`src/fcc_pkg.sv`:
```
// Constants, register map and carrier types of the four-channel capture/compare timer.
// Assumes an APB slave with 32-bit data; each register sits in the low bits of one word.
package fcc_pkg;

	// ****************************************
	// Sizes
	// ****************************************
	localparam int NUM_CHAN  = 4;
	localparam int CNT_W     = 16;
	localparam int PRE_W     = 7;
	localparam int ADDR_W    = 12;
	localparam int DIE_DIV_W = 2;

	// ****************************************
	// Register indices (byte address = index * 4)
	// ****************************************
	localparam logic [7:0] IDX_CHAN_FUNC = 8'h20;
	localparam logic [7:0] IDX_COUNTER   = 8'h24;
	localparam logic [7:0] IDX_SYS_CTRL1 = 8'h26;
	localparam logic [7:0] IDX_ACTION    = 8'h28;
	localparam logic [7:0] IDX_EDGE      = 8'h29;
	localparam logic [7:0] IDX_IRQ_EN    = 8'h2A;
	localparam logic [7:0] IDX_SYS_CTRL2 = 8'h2B;
	localparam logic [7:0] IDX_FLAGS1    = 8'h2C;
	localparam logic [7:0] IDX_FLAGS2    = 8'h2D;
	localparam logic [7:0] IDX_VAL0      = 8'h2E;
	localparam logic [7:0] IDX_VAL_STEP  = 8'h02;

	// ****************************************
	// Field positions
	// ****************************************
	localparam int SYS1_SRC_SEL_BIT  = 0;
	localparam int SYS1_FAST_CLR_BIT = 4;
	localparam int SYS1_ENABLE_BIT   = 7;
	localparam int SYS2_OVF_IE_BIT   = 7;
	localparam int SYS2_CRE_BIT      = 3;
	localparam int SYS2_PRE_LSB      = 0;
	localparam int FLG2_OVF_BIT      = 7;

	// ****************************************
	// Reset values and counter maximum
	// ****************************************
	localparam logic [7:0]       RST_REG8 = 8'h00;
	localparam logic [CNT_W-1:0] RST_CNT  = 16'h0000;
	localparam logic [CNT_W-1:0] CNT_MAX  = 16'hFFFF;

	// ****************************************
	// Output action codes (mode bit, level bit)
	// ****************************************
	typedef enum logic [1:0] {
		FCC_ACT_OFF    = 2'h0,
		FCC_ACT_TOGGLE = 2'h1,
		FCC_ACT_CLEAR  = 2'h2,
		FCC_ACT_SET    = 2'h3
	} fcc_action_t;

	typedef struct packed {
		logic        is_cmp;
		fcc_action_t action;
		logic [1:0]  edge_sel;
	} fcc_chan_cfg_t;

	typedef struct packed {
		logic [NUM_CHAN-1:0] level;
		logic [NUM_CHAN-1:0] oe;
	} fcc_pin_out_t;

endpackage : fcc_pkg

```
`src/fcc_prescaler.sv`:
```
// Power-of-two prescaler that switches divisor only at the all-zero point or while stopped.
// Assumes src_tick is a one-cycle pulse on pclk.
`timescale 1ns/1ps
module fcc_prescaler
	import fcc_pkg::*;
(
	input  wire logic        pclk,
	input  wire logic        presetn,
	input  wire logic        clk_en,
	input  wire logic        run,
	input  wire logic        src_tick,
	input  wire logic [2:0]  sel_req,
	output logic             tick,
	output logic [2:0]       sel_active
);
	import fcc_pkg::*;

	logic [PRE_W-1:0] stage_r;
	logic [2:0]       sel_r;
	logic [PRE_W-1:0] mask;

	assign mask       = PRE_W'((8'h01 << sel_r) - 8'h01);
	// Divide by two to the power of the active code
	assign tick       = run && src_tick && ((stage_r & mask) == mask);
	assign sel_active = sel_r;

	always_ff @(posedge pclk or negedge presetn) begin
		if (!presetn) begin
			stage_r <= '0;
		end else if (clk_en && run && src_tick) begin
			stage_r <= stage_r + PRE_W'(1);
		end
	end

	// Switch only as all stages roll to zero or while stopped, so no short period appears
	always_ff @(posedge pclk or negedge presetn) begin
		if (!presetn) begin
			sel_r <= 3'h0;
		end else if (clk_en && ((run && src_tick && (&stage_r)) || !run)) begin
			sel_r <= sel_req;
		end
	end

endmodule : fcc_prescaler

```
`src/fcc_channel.sv`:
```
// One timer channel: capture edge detector and compare output action.
// Assumes pin_lvl is already synchronised to pclk.
`timescale 1ns/1ps
module fcc_channel
	import fcc_pkg::*;
(
	input  wire logic             pclk,
	input  wire logic             presetn,
	input  wire logic             clk_en,
	input  wire logic             pin_lvl,
	input  wire logic             tick,
	input  wire logic [CNT_W-1:0] cnt,
	input  wire logic [CNT_W-1:0] cmp_val,
	input  fcc_chan_cfg_t         cfg,
	output logic                  match,
	output logic                  cap_evt,
	output logic                  out_lvl
);
	import fcc_pkg::*;

	logic prev_r;
	logic out_r;
	logic rise;
	logic fall;

	assign rise    = pin_lvl & ~prev_r;
	assign fall    = ~pin_lvl & prev_r;
	assign cap_evt = !cfg.is_cmp
		&& ((cfg.edge_sel[0] && rise) || (cfg.edge_sel[1] && fall));
	assign match   = cfg.is_cmp && tick && (cnt == cmp_val);
	assign out_lvl = out_r;

	always_ff @(posedge pclk or negedge presetn) begin
		if (!presetn) begin
			prev_r <= 1'b0;
		end else if (clk_en) begin
			prev_r <= pin_lvl;
		end
	end

	always_ff @(posedge pclk or negedge presetn) begin
		if (!presetn) begin
			out_r <= 1'b0;
		end else if (clk_en && match) begin
			case (cfg.action)
				FCC_ACT_TOGGLE: out_r <= ~out_r;
				FCC_ACT_CLEAR:  out_r <= 1'b0;
				FCC_ACT_SET:    out_r <= 1'b1;
				default:        out_r <= out_r;
			endcase
		end
	end

endmodule : fcc_channel

```
`src/fcc_top.sv`:
```
// Four-channel 16-bit capture/compare timer with APB register access.
// Assumes timer pins and both source clocks arrive asynchronously to pclk.
//
// Notes on behaviour
// - Two-bit action per channel: off, toggle, clear or set on compare.
// - Nonzero action code makes the channel pin an output driven by compare.
// - Edge select: off, rising only, falling only, or either edge captures.
// - Per-channel enable lets its event flag raise the interrupt request.
// - Overflow enable lets a set overflow flag raise the interrupt request.
// - With counter reset enabled, channel 3 compare resets counter to zero.
// - Counter reset enabled and channel 3 value zero holds counter at zero.
// - Counter reset at all-ones match wraps to zero without overflow flag.
// - New prescale choice takes effect only when all prescale stages are zero or the timer is stopped.
// - Prescaler divides source clock by two to the power of the code.
// - Source clock is die link clock over four or auxiliary low clock.
// - Capture or compare event sets that channel's event flag.
// - Writing one clears a channel flag; writing zero leaves it.
// - Fast clear: capture value read or compare value write clears flag.
// - Counter wrap from all ones to zero sets the overflow flag.
// - Writing one clears overflow; fast clear makes any counter access clear it.
// - Main counter is 16 bits, counting up on each prescaled tick.
// - Selected capture edge latches the counter into the channel value.
//
// The APB slave port is this design's own decision.
`timescale 1ns/1ps
module fcc_top
	import fcc_pkg::*;
(
	input  wire logic              pclk,
	input  wire logic              presetn,
	input  wire logic              pclken,
	input  wire logic              psel,
	input  wire logic              penable,
	input  wire logic              pwrite,
	input  wire logic [ADDR_W-1:0] paddr,
	input  wire logic [31:0]       pwdata,
	output logic                   pready,
	output logic [31:0]            prdata,
	output logic                   pslverr,
	input  wire logic [NUM_CHAN-1:0] channel_pin_in,
	output logic [NUM_CHAN-1:0]    channel_pin_out,
	output logic [NUM_CHAN-1:0]    channel_pin_oe,
	input  wire logic              die_link_clock,
	input  wire logic              aux_low_freq_clock,
	output logic                   irq_req
);
	import fcc_pkg::*;

	// ****************************************
	// Decoding helpers
	// ****************************************
	function automatic logic [7:0] addr_idx(input logic [ADDR_W-1:0] a);
		addr_idx = a[9:2];
	endfunction : addr_idx

	function automatic logic is_val_idx(input logic [7:0] idx, input int ch);
		is_val_idx = (idx == (IDX_VAL0 + 8'(ch * 2)));
	endfunction : is_val_idx

	// ****************************************
	// Registers and state
	// ****************************************
	logic [NUM_CHAN-1:0] chan_func_r;
	logic [7:0]          sys1_r;
	logic [7:0]          action_r;
	logic [7:0]          edge_r;
	logic [NUM_CHAN-1:0] irq_en_r;
	logic [7:0]          sys2_r;
	logic [NUM_CHAN-1:0] chan_flag_r;
	logic                overflow_flag_r;
	logic [CNT_W-1:0]    cnt_r;
	logic [CNT_W-1:0]    val_r [NUM_CHAN];
	logic [31:0]         prdata_r;
	logic                pslverr_r;

	logic [NUM_CHAN+1:0] sync1_r;
	logic [NUM_CHAN+1:0] sync2_r;
	logic                die_prev_r;
	logic                aux_prev_r;
	logic [DIE_DIV_W-1:0] die_div_r;

	logic [7:0]          idx;
	logic                access;
	logic                wr_acc;
	logic                rd_acc;
	logic                setup;
	logic                mapped;
	logic [31:0]         rd_mux;
	logic                src_tick;
	logic                tick;
	logic [NUM_CHAN-1:0] match;
	logic [NUM_CHAN-1:0] cap_evt;
	logic [NUM_CHAN-1:0] out_lvl;
	logic [NUM_CHAN-1:0] flag_clr;
	logic                ovf_clr;
	logic                cnt_reset;
	logic                run;
	fcc_chan_cfg_t       cfg [NUM_CHAN];

	assign idx    = addr_idx(paddr);
	assign setup  = pclken && psel && !penable;
	assign access = pclken && psel && penable;
	assign wr_acc = access && pwrite && !pslverr_r;
	assign rd_acc = access && !pwrite && !pslverr_r;
	assign run    = sys1_r[SYS1_ENABLE_BIT];

	// ****************************************
	// APB slave
	// ****************************************
	// Read data and error latched in setup, so outputs come from flops
	assign pready  = pclken;
	assign prdata  = prdata_r;
	assign pslverr = pslverr_r;

	always_comb begin
		mapped = (paddr[1:0] == 2'h0) && (paddr[ADDR_W-1:10] == '0);
		rd_mux = 32'h0000_0000;
		case (idx)
			IDX_CHAN_FUNC: rd_mux = {28'h0, chan_func_r};
			IDX_COUNTER:   rd_mux = {16'h0, cnt_r};
			IDX_SYS_CTRL1: rd_mux = {24'h0, sys1_r};
			IDX_ACTION:    rd_mux = {24'h0, action_r};
			IDX_EDGE:      rd_mux = {24'h0, edge_r};
			IDX_IRQ_EN:    rd_mux = {28'h0, irq_en_r};
			IDX_SYS_CTRL2: rd_mux = {24'h0, sys2_r};
			IDX_FLAGS1:    rd_mux = {28'h0, chan_flag_r};
			IDX_FLAGS2:    rd_mux = {24'h0, overflow_flag_r, 7'h00};
			default: begin
				mapped = 1'b0;
				for (int c = 0; c < NUM_CHAN; c++) begin
					if (is_val_idx(idx, c)) begin
						rd_mux = {16'h0, val_r[c]};
						mapped = (paddr[1:0] == 2'h0) && (paddr[ADDR_W-1:10] == '0);
					end
				end
			end
		endcase
	end

	always_ff @(posedge pclk or negedge presetn) begin
		if (!presetn) begin
			prdata_r  <= 32'h0000_0000;
			pslverr_r <= 1'b0;
		end else if (setup) begin
			prdata_r  <= pwrite ? 32'h0000_0000 : rd_mux;
			pslverr_r <= !mapped;
		end
	end

	always_ff @(posedge pclk or negedge presetn) begin
		if (!presetn) begin
			chan_func_r <= '0;
			sys1_r      <= RST_REG8;
			action_r    <= RST_REG8;
			edge_r      <= RST_REG8;
			irq_en_r    <= '0;
			sys2_r      <= RST_REG8;
		end else if (wr_acc) begin
			case (idx)
				IDX_CHAN_FUNC: chan_func_r <= pwdata[NUM_CHAN-1:0];
				IDX_SYS_CTRL1: sys1_r      <= pwdata[7:0] & 8'h91;
				IDX_ACTION:    action_r    <= pwdata[7:0];
				IDX_EDGE:      edge_r      <= pwdata[7:0];
				IDX_IRQ_EN:    irq_en_r    <= pwdata[NUM_CHAN-1:0];
				IDX_SYS_CTRL2: sys2_r      <= pwdata[7:0] & 8'h8F;
				default: ;
			endcase
		end
	end

	// ****************************************
	// Pin and source clock synchronisers
	// ****************************************
	always_ff @(posedge pclk or negedge presetn) begin
		if (!presetn) begin
			sync1_r <= '0;
			sync2_r <= '0;
		end else if (pclken) begin
			sync1_r <= {aux_low_freq_clock, die_link_clock, channel_pin_in};
			sync2_r <= sync1_r;
		end
	end

	// Source clocks are sampled, so they must run well below pclk / 2
	always_ff @(posedge pclk or negedge presetn) begin
		if (!presetn) begin
			die_prev_r <= 1'b0;
			aux_prev_r <= 1'b0;
			die_div_r  <= '0;
		end else if (pclken) begin
			die_prev_r <= sync2_r[NUM_CHAN];
			aux_prev_r <= sync2_r[NUM_CHAN+1];
			if (sync2_r[NUM_CHAN] && !die_prev_r) begin
				die_div_r <= die_div_r + DIE_DIV_W'(1);
			end
		end
	end

	assign src_tick = sys1_r[SYS1_SRC_SEL_BIT]
		? (sync2_r[NUM_CHAN+1] && !aux_prev_r)
		: (sync2_r[NUM_CHAN] && !die_prev_r && (&die_div_r));

	fcc_prescaler u_pre (
		.pclk       (pclk),
		.presetn    (presetn),
		.clk_en     (pclken),
		.run        (run),
		.src_tick   (src_tick),
		.sel_req    (sys2_r[SYS2_PRE_LSB +: 3]),
		.tick       (tick),
		.sel_active ()
	);

	// ****************************************
	// Channels
	// ****************************************
	generate
		for (genvar g = 0; g < NUM_CHAN; g++) begin : g_chan
			assign cfg[g] = '{is_cmp:   chan_func_r[g],
			                  action:   fcc_action_t'(action_r[2*g +: 2]),
			                  edge_sel: edge_r[2*g +: 2]};

			fcc_channel u_chan (
				.pclk    (pclk),
				.presetn (presetn),
				.clk_en  (pclken),
				.pin_lvl (sync2_r[g]),
				.tick    (tick),
				.cnt     (cnt_r),
				.cmp_val (val_r[g]),
				.cfg     (cfg[g]),
				.match   (match[g]),
				.cap_evt (cap_evt[g]),
				.out_lvl (out_lvl[g])
			);

			assign channel_pin_out[g] = out_lvl[g];
			assign channel_pin_oe[g]  = |action_r[2*g +: 2];

			always_ff @(posedge pclk or negedge presetn) begin
				if (!presetn) begin
					val_r[g] <= RST_CNT;
				end else if (pclken) begin
					if (cap_evt[g]) begin
						val_r[g] <= cnt_r;
					end else if (wr_acc && chan_func_r[g] && is_val_idx(idx, g)) begin
						val_r[g] <= pwdata[CNT_W-1:0];
					end
				end
			end

			// Write one clears; fast clear on capture read or compare write
			assign flag_clr[g] = (wr_acc && (idx == IDX_FLAGS1) && pwdata[g])
				|| (sys1_r[SYS1_FAST_CLR_BIT] && access && !pslverr_r
				    && is_val_idx(idx, g) && (pwrite == chan_func_r[g]));
		end
	endgenerate

	// ****************************************
	// Main counter and flags
	// ****************************************
	assign cnt_reset = sys2_r[SYS2_CRE_BIT] && match[NUM_CHAN-1];

	always_ff @(posedge pclk or negedge presetn) begin
		if (!presetn) begin
			cnt_r <= RST_CNT;
		end else if (pclken && tick) begin
			cnt_r <= cnt_reset ? RST_CNT : cnt_r + CNT_W'(1);
		end
	end

	// Errored transfers never clear a flag
	assign ovf_clr = (wr_acc && (idx == IDX_FLAGS2) && pwdata[FLG2_OVF_BIT])
		|| (sys1_r[SYS1_FAST_CLR_BIT] && access && !pslverr_r
		    && (idx == IDX_COUNTER));

	// Hardware set wins over a clear in the same cycle
	always_ff @(posedge pclk or negedge presetn) begin
		if (!presetn) begin
			chan_flag_r     <= '0;
			overflow_flag_r <= 1'b0;
		end else if (pclken) begin
			chan_flag_r <= (chan_flag_r & ~flag_clr) | match | cap_evt;
			if (tick && (cnt_r == CNT_MAX) && !cnt_reset) begin
				overflow_flag_r <= 1'b1;
			end else if (ovf_clr) begin
				overflow_flag_r <= 1'b0;
			end
		end
	end


	// ****************************************
	// Interrupt request
	// ****************************************
	// Level request; stays high until software clears the flag
	assign irq_req = (|(chan_flag_r & irq_en_r))
		|| (overflow_flag_r && sys2_r[SYS2_OVF_IE_BIT]);

endmodule : fcc_top

```
`config.mk`:
```
export PLATFORM = sky130hd
export DESIGN_NAME = fcc_top
export DESIGN_NICKNAME = d
export VERILOG_FILES = /design/src/fcc_pkg.sv /design/src/fcc_prescaler.sv /design/src/fcc_channel.sv /design/src/fcc_top.sv
export SDC_FILE = /design/constraint.sdc
export NUM_CORES = 1
export LEC_CHECK = 0
export BUFFER_PORTS_ARGS = -buffer_cell sky130_fd_sc_hd__buf_2
export CAP_MARGIN = 25
export CORE_ASPECT_RATIO = 0.75
export CORE_MARGIN = 10
export CORE_UTILIZATION = 60
export DETAILED_ROUTE_END_ITERATION = 12
export PLACE_DENSITY = 0.92
export SYNTH_ARGS = -nofsm -noshare
export SYNTH_HDL_FRONTEND = slang
export SYNTH_SLANG_ARGS = --single-unit
```
`constraint.sdc`:
```
create_clock -name pclk -period 3.3 [get_ports pclk]
set_input_delay 0.66 -clock pclk [delete_from_list [all_inputs] [get_ports pclk]]
set_output_delay 0.66 -clock pclk [all_outputs]
set_load 0.005 [all_outputs]
```
After elaboration in Yosys (flattened, before gate mapping):

Index checks and enable logic that the tools add are counted.

* word-level logic and storage cells: 250
* register bits: 184
* input bits: 56
* output and inout port bits: 43

* mux-type cells: 27
* reduce and logical (&&, ||, !) cells: 127
* add/sub/neg operators: 4
* bitwise gates (word level): 26
* equal/unequal tests: 35
* shift-type cells: 1

Operators by type and width (number)
* $pmux 32 s9: 1
* $mux 16: 10
* $mux 32: 4
* $eq 8x6->1 const B: 13
* $logic_and 1x1->1: 70
* $eq 16x16->1: 4
* $reduce_and 2->1: 17
* $add 16x1->16 const B: 1
* $eq 16x16->1 const B: 1
* $eq 2x2->1 const B: 8
* $not 1->1: 12
* $pmux 1 s3: 4
* $reduce_bool 3->1: 4
* $logic_not 1->1: 11
* $logic_or 1x1->1: 11
* $reduce_bool 2->1: 5
* $reduce_or 9->1: 1
* $and 1x1->1: 8
* $and 4x4->4: 2
* $eq 2x1->1 const B: 4
* $mux 1: 8
* $or 4x4->4: 2
* $reduce_or 2->1: 4
* $add 7x1->7 const B: 1
* other kinds (10): 14

Logic depth before layout (Yosys ltp):

* depth in word-level cells: 13
* depth in mapped cells: 12

Hierarchy:

A second synthesis with hierarchy kept.

* cell total of the unflattened synthesis: 941
* area total of the unflattened synthesis: 10058.4 um2

Modules (own cells, without submodules)
* fcc_top: cells each 746, times used 1, area an instance 8301.7 um2
* fcc_channel: cells each 38, times used 4, area an instance 315.3 um2
* fcc_prescaler: cells each 43, times used 1, area an instance 495.5 um2

Least setup slack after synthesis:

OpenSTA, ideal clock, no wires.

* path type: flip-flop to flip-flop
* start: register u_pre.sel_r[2] (netlist: u_pre.sel_active[2])
* end: register cnt_r[14]
* arrival time: 2.693 ns
* clock period less this slack: 2.812 ns
* cell stages (with the launch flop): 11
* slack: 0.488 ns
* data required time: 3.181 ns
* path through: dfrtp_1 buf_6 or3_4 ha_1 or3b_2 a31oi_1 or4b_4 nor4_2 and2_4 buf_6 nor2_1

* word-level cells in the longest chain between the ends: 9

RTL lines
* start, declared: line fcc_prescaler.sv:19 `logic [2:0] sel_r;`
* start signal, assigned: line fcc_prescaler.sv:40 `sel_r <= sel_req;`
* $shl 1x3->7 (*): line fcc_prescaler.sv:22 `assign mask = PRE_W'((8'h01 << sel_r) - 8'h01);`
* $sub 7x1->7 (*): line fcc_prescaler.sv:22
* $and 7x7->7: line fcc_prescaler.sv:24 `assign tick = run && src_tick && ((stage_r & mask) == mask);`
* $eq 7x7->1 (*): line fcc_prescaler.sv:24
* $logic_and 1x1->1 (*): line fcc_prescaler.sv:24
* $logic_and 1x1->1 (2 in series): line fcc_channel.sv:30 `assign match = cfg.is_cmp && tick && (cnt == cmp_val);`
* $logic_and 1x1->1: line fcc_top.sv:262 `assign cnt_reset = sys2_r[SYS2_CRE_BIT] && match[NUM_CHAN-1];`
* $mux 16: line fcc_top.sv:268 `cnt_r <= cnt_reset ? RST_CNT : cnt_r + CNT_W'(1);`
* end signal, assigned: line fcc_top.sv:268
* end, declared: line fcc_top.sv:71 `logic [CNT_W-1:0] cnt_r;`

Mark *: on every way between the ends. The rest lies on a longest branch, timed or not.
A chain may end at the register's enable or synchronous reset.

Worst setup path in the final report:

* start: register u_pre.sel_r[2] (netlist: u_pre.sel_active[2])
* end: register g_chan[2].u_chan.out_r

* word-level cells in the longest chain between the ends: 9

RTL lines
* $shl 1x3->7 (*): line fcc_prescaler.sv:22
* $sub 7x1->7 (*): line fcc_prescaler.sv:22
* $and 7x7->7: line fcc_prescaler.sv:24
* $eq 7x7->1 (*): line fcc_prescaler.sv:24
* $logic_and 1x1->1 (*): line fcc_prescaler.sv:24
* $logic_and 1x1->1 (*) (2 in series): line fcc_channel.sv:30
* $logic_and 1x1->1 (*): line fcc_channel.sv:44 `end else if (clk_en && match) begin`
* $reduce_and 2->1 (no line) (*)
* end signal, assigned: line fcc_channel.sv:46 `FCC_ACT_TOGGLE: out_r <= ~out_r;`
* end signal, assigned: line fcc_channel.sv:49 `default: out_r <= out_r;`
* end, declared: line fcc_channel.sv:22 `logic out_r;`

Marks and branches as above.

==> results.ini <==
[setup_path]
cp.arrival_ns=3.52
path_buf_inv=1
crit_chain=or3_4 > ha_1 > or3b_2 > a31oi_1 > or4b_4 > nor4_4 > buf_4 > mux2i_1 > o211ai_1
cp-end-kind=register
crit_family=simple AND/OR/NAND/NOR gates
slowest_delay_ns=0.63
path_max_fanout=11
crit_type=reg2reg
reg2reg_slack_ns=0.11
start_kind=register
critPathRequiredTime_ns=3.63
cp_slowest_cell=or4b_4

[placed_design]
io_buffer_count=66
globalplace.congestion=1.01
dp_hpwl_mm=22.9
post-place-ws_ns=0.0636
dpl_cell_area_mm2=0.0106

[synth]
synth_top_area_cell=dfrtp_1
postSynthCellCount=1043
ys.flop_type=dfrtp_1
netlist_area_mm2=0.0101
synthDistinctLibCells=75
synth_top_area_share_pct=41.8
yosys-top-cells-area=dfrtp_1, mux2i_1, mux2_2
yosysSeqAreaShare_pct=41.8
synth-edff-count=0
yosysWarnings=0
ys_ff_latch=168
async_reset_ff_share_pct=100
syn_area_per_cell_um2=9.64

[timing]
worst_pin_slew_ns=1.15
rsz0062_at_grt=false
final.min_clock_period_ns=3.19
hold_viol_final=0
finalClockSkew_ns=0.00911
final.setup.worst_slack_ns=0.109
setup_tns_ns=0
period_share_pct=96.7
maxSlewHeadroom_pct=22.4
final-setup-viol-count=0
slew_viol_final=0
fmax_mhz=313

[clock_tree]
cts_buffer_depth=2
numCtsBuffers=17
postCtsSetupRepairBufs=0
clock_latency_ns=0.45
root_buffer=clkbuf_16
cts.sinks=168
ctsHtreeMaxLevel=4
cts_tree=built
path_clk_slew_ns=0.07

[routing]
wl_per_cell_um=24.7
first_pass_iters=8
drc=0
dr_total_vias=8950
avgViaCountPerCell=6.81
wirelength_mm=32.5
drt-initial-drc-count=1511
antenna_left=0

[global_route]
grt_pass1_wl_mm=49.7
grt_use_total_pct=28.3
grt_max_degree=80
grt_pass1_vias=8589
antenna_found_initial=0
grt-ovfl-total=0

[finish]
num-nets-final=1151
mostFrequentLayoutCell=dfrtp_1
final_area_mm2=0.0113
final_cell_mix=dfrtp_1, nand2_1, o21ai_0
syn_to_final_growth_pct=12.1
antennaDiodeCount=0
drive_above_1_share_pct=21.0
nFillCells=1139

[power]
power_mw=4.73
p_sw_mw=1.22
power_frac_comb_pct=8.7
ir_drop_mv=0.345
p_leak_nw=5.03
switching_share_pct=25.8
clockPowerShare_pct=44.7
p_int_mw=3.51
power_density_mw_per_mm2=420
power_frac_seq_pct=46.5

[die]
core_mm2=0.0162
io_pins=99
start_util_pct=62.0
rows=40
die_width_um=169
die_y_um=132
dieArea_mm2=0.0224

[run_status]
outcome=finished clean

[worst_hold_path]
hp-class=in2async

[flow_run]
drv_cap=0

-- per-layer routing --
| metal | part of all wire (%) | track usage [%] | vias up |
|---|---|---|---|
| li1 | - | - | 3794 |
| met1 | 38 | 37.6 | 4256 |
| met2 | 41 | 38.7 | 757 |
| met3 | 17 | 14.4 | 143 |
| met4 | 3.7 | 9.47 | 0 |
| met5 | 0 | 0 | - |
-- synthesized netlist by cell type, types with 15 or more instances --
library cell / n
o21ai_0: 86
mux2i_1: 77
xnor2_1: 41
dfrtp_1: 168
nor3_1: 21
mux2_2: 54
nor4_1: 19
nand2b_1: 15
xor2_1: 44
a21oi_1: 45
nand2_1: 128
nand3_1: 26
clkbuf_1: 48
buf_4: 21
nor2_1: 30
buf_1: 18
-- worst reg2reg max path: stages, from the launching register on --
cell	delay, ns
dfrtp_1	0.48
or3_4	0.44
ha_1	0.29
or3b_2	0.22
a31oi_1	0.13
or4b_4	0.63
nor4_4	0.42
buf_4	0.18
mux2i_1	0.16
o211ai_1	0.11
-- repair_timing --
| action | 4_1_cts | 5_1_grt |
|---|---|---|
| hold buffers | 0 | 0 |
| endpoints found under the hold margin | 0 | 0 |
| resized for setup | 1 | 2 |
| setup endpoints to repair | 1 | 3 |
-- flip-flops by register name (all words and copies together) (netlist names), 2 cells and up --
register,flops
val_r,64
cnt_r,16
prdata,16
action_r,8
edge_r,8
u_pre.stage_r,7
sync1_r,6
sync2_r,6
sys2_r,5
chan_flag_r,4
chan_func_r,4
g_chan.u_chan.out_lvl,4
g_chan.u_chan.prev_r,4
irq_en_r,4
sys1_r,3
u_pre.sel_active,3
die_div_r,2
-- path summary, 6_finish.rpt --
check / start / end / depth (start not counted)
hold / removal: presetn / cnt_r[10]$_DFFE_PN0P_ / 1
setup reg to reg: u_pre.sel_active[2]$_DFFE_PN0P_ / g_chan[2].u_chan.out_lvl$_DFFE_PN0P_ / 9
min in group pclk: die_link_clock / sync1_r[4]$_DFFE_PN0P_ / 2
max in group asynchronous: presetn / val_r[12]$_DFFE_PN0P_ / 2
hold reg to reg: prdata[3]$_DFFE_PN0P_ / prdata[3]$_DFFE_PN0P_ / 2
setup / recovery: u_pre.sel_active[2]$_DFFE_PN0P_ / g_chan[2].u_chan.out_lvl$_DFFE_PN0P_ / 9
-- through the flow --
stage          utilization [%]  hold slack, ns  instances
5_1_grt                   69.5           0.306       1314
3_3_place_gp              65.3           0.447       1279
4_1_cts                   69.2           0.271       1312
3_5_place_dp              65.4           0.451       1280
6_report                  69.5           0.232       1314
2_1_floorplan                -           0.364       1058
-- power by group through the flow --
stage               Sequential, mW  Combinational (mW)  Clock [mW]
global placement              2.23               0.371           0
CTS                           2.20               0.397        2.11
finish                        2.20               0.413        2.12
floorplan                     2.21               0.240           0
detailed placement            2.23               0.388           0
global route                  2.21               0.444        2.19
-- final cells by class --
| type | instances | area [µm²] | area share (%) |
|---|---|---|---|
| Clock inverter | 13 | 170 | 1.51 |
| Multi-Input combinational cell | 777 | 5410 | 48.0 |
| Clock buffer | 19 | 443 | 3.93 |
| Tap cell | 210 | 263 | 2.33 |
| Sequential cell | 168 | 4200 | 37.3 |
| Inverter | 11 | 41.3 | 0.366 |
| Timing Repair Buffer | 116 | 734 | 6.52 |
-- cell families after synthesis --
group	count (synthesis)	share of synthesized area, %
compound gates	207	12.5
xor+xnor	85	7.41
fa+ha+maj	4	0.498
buf+inv	113	5.44
flops	168	41.8
mux	132	13.9
other cells	1	0.0373
simple gates	333	18.3
Note: power is estimated with default switching activity, not from simulation.
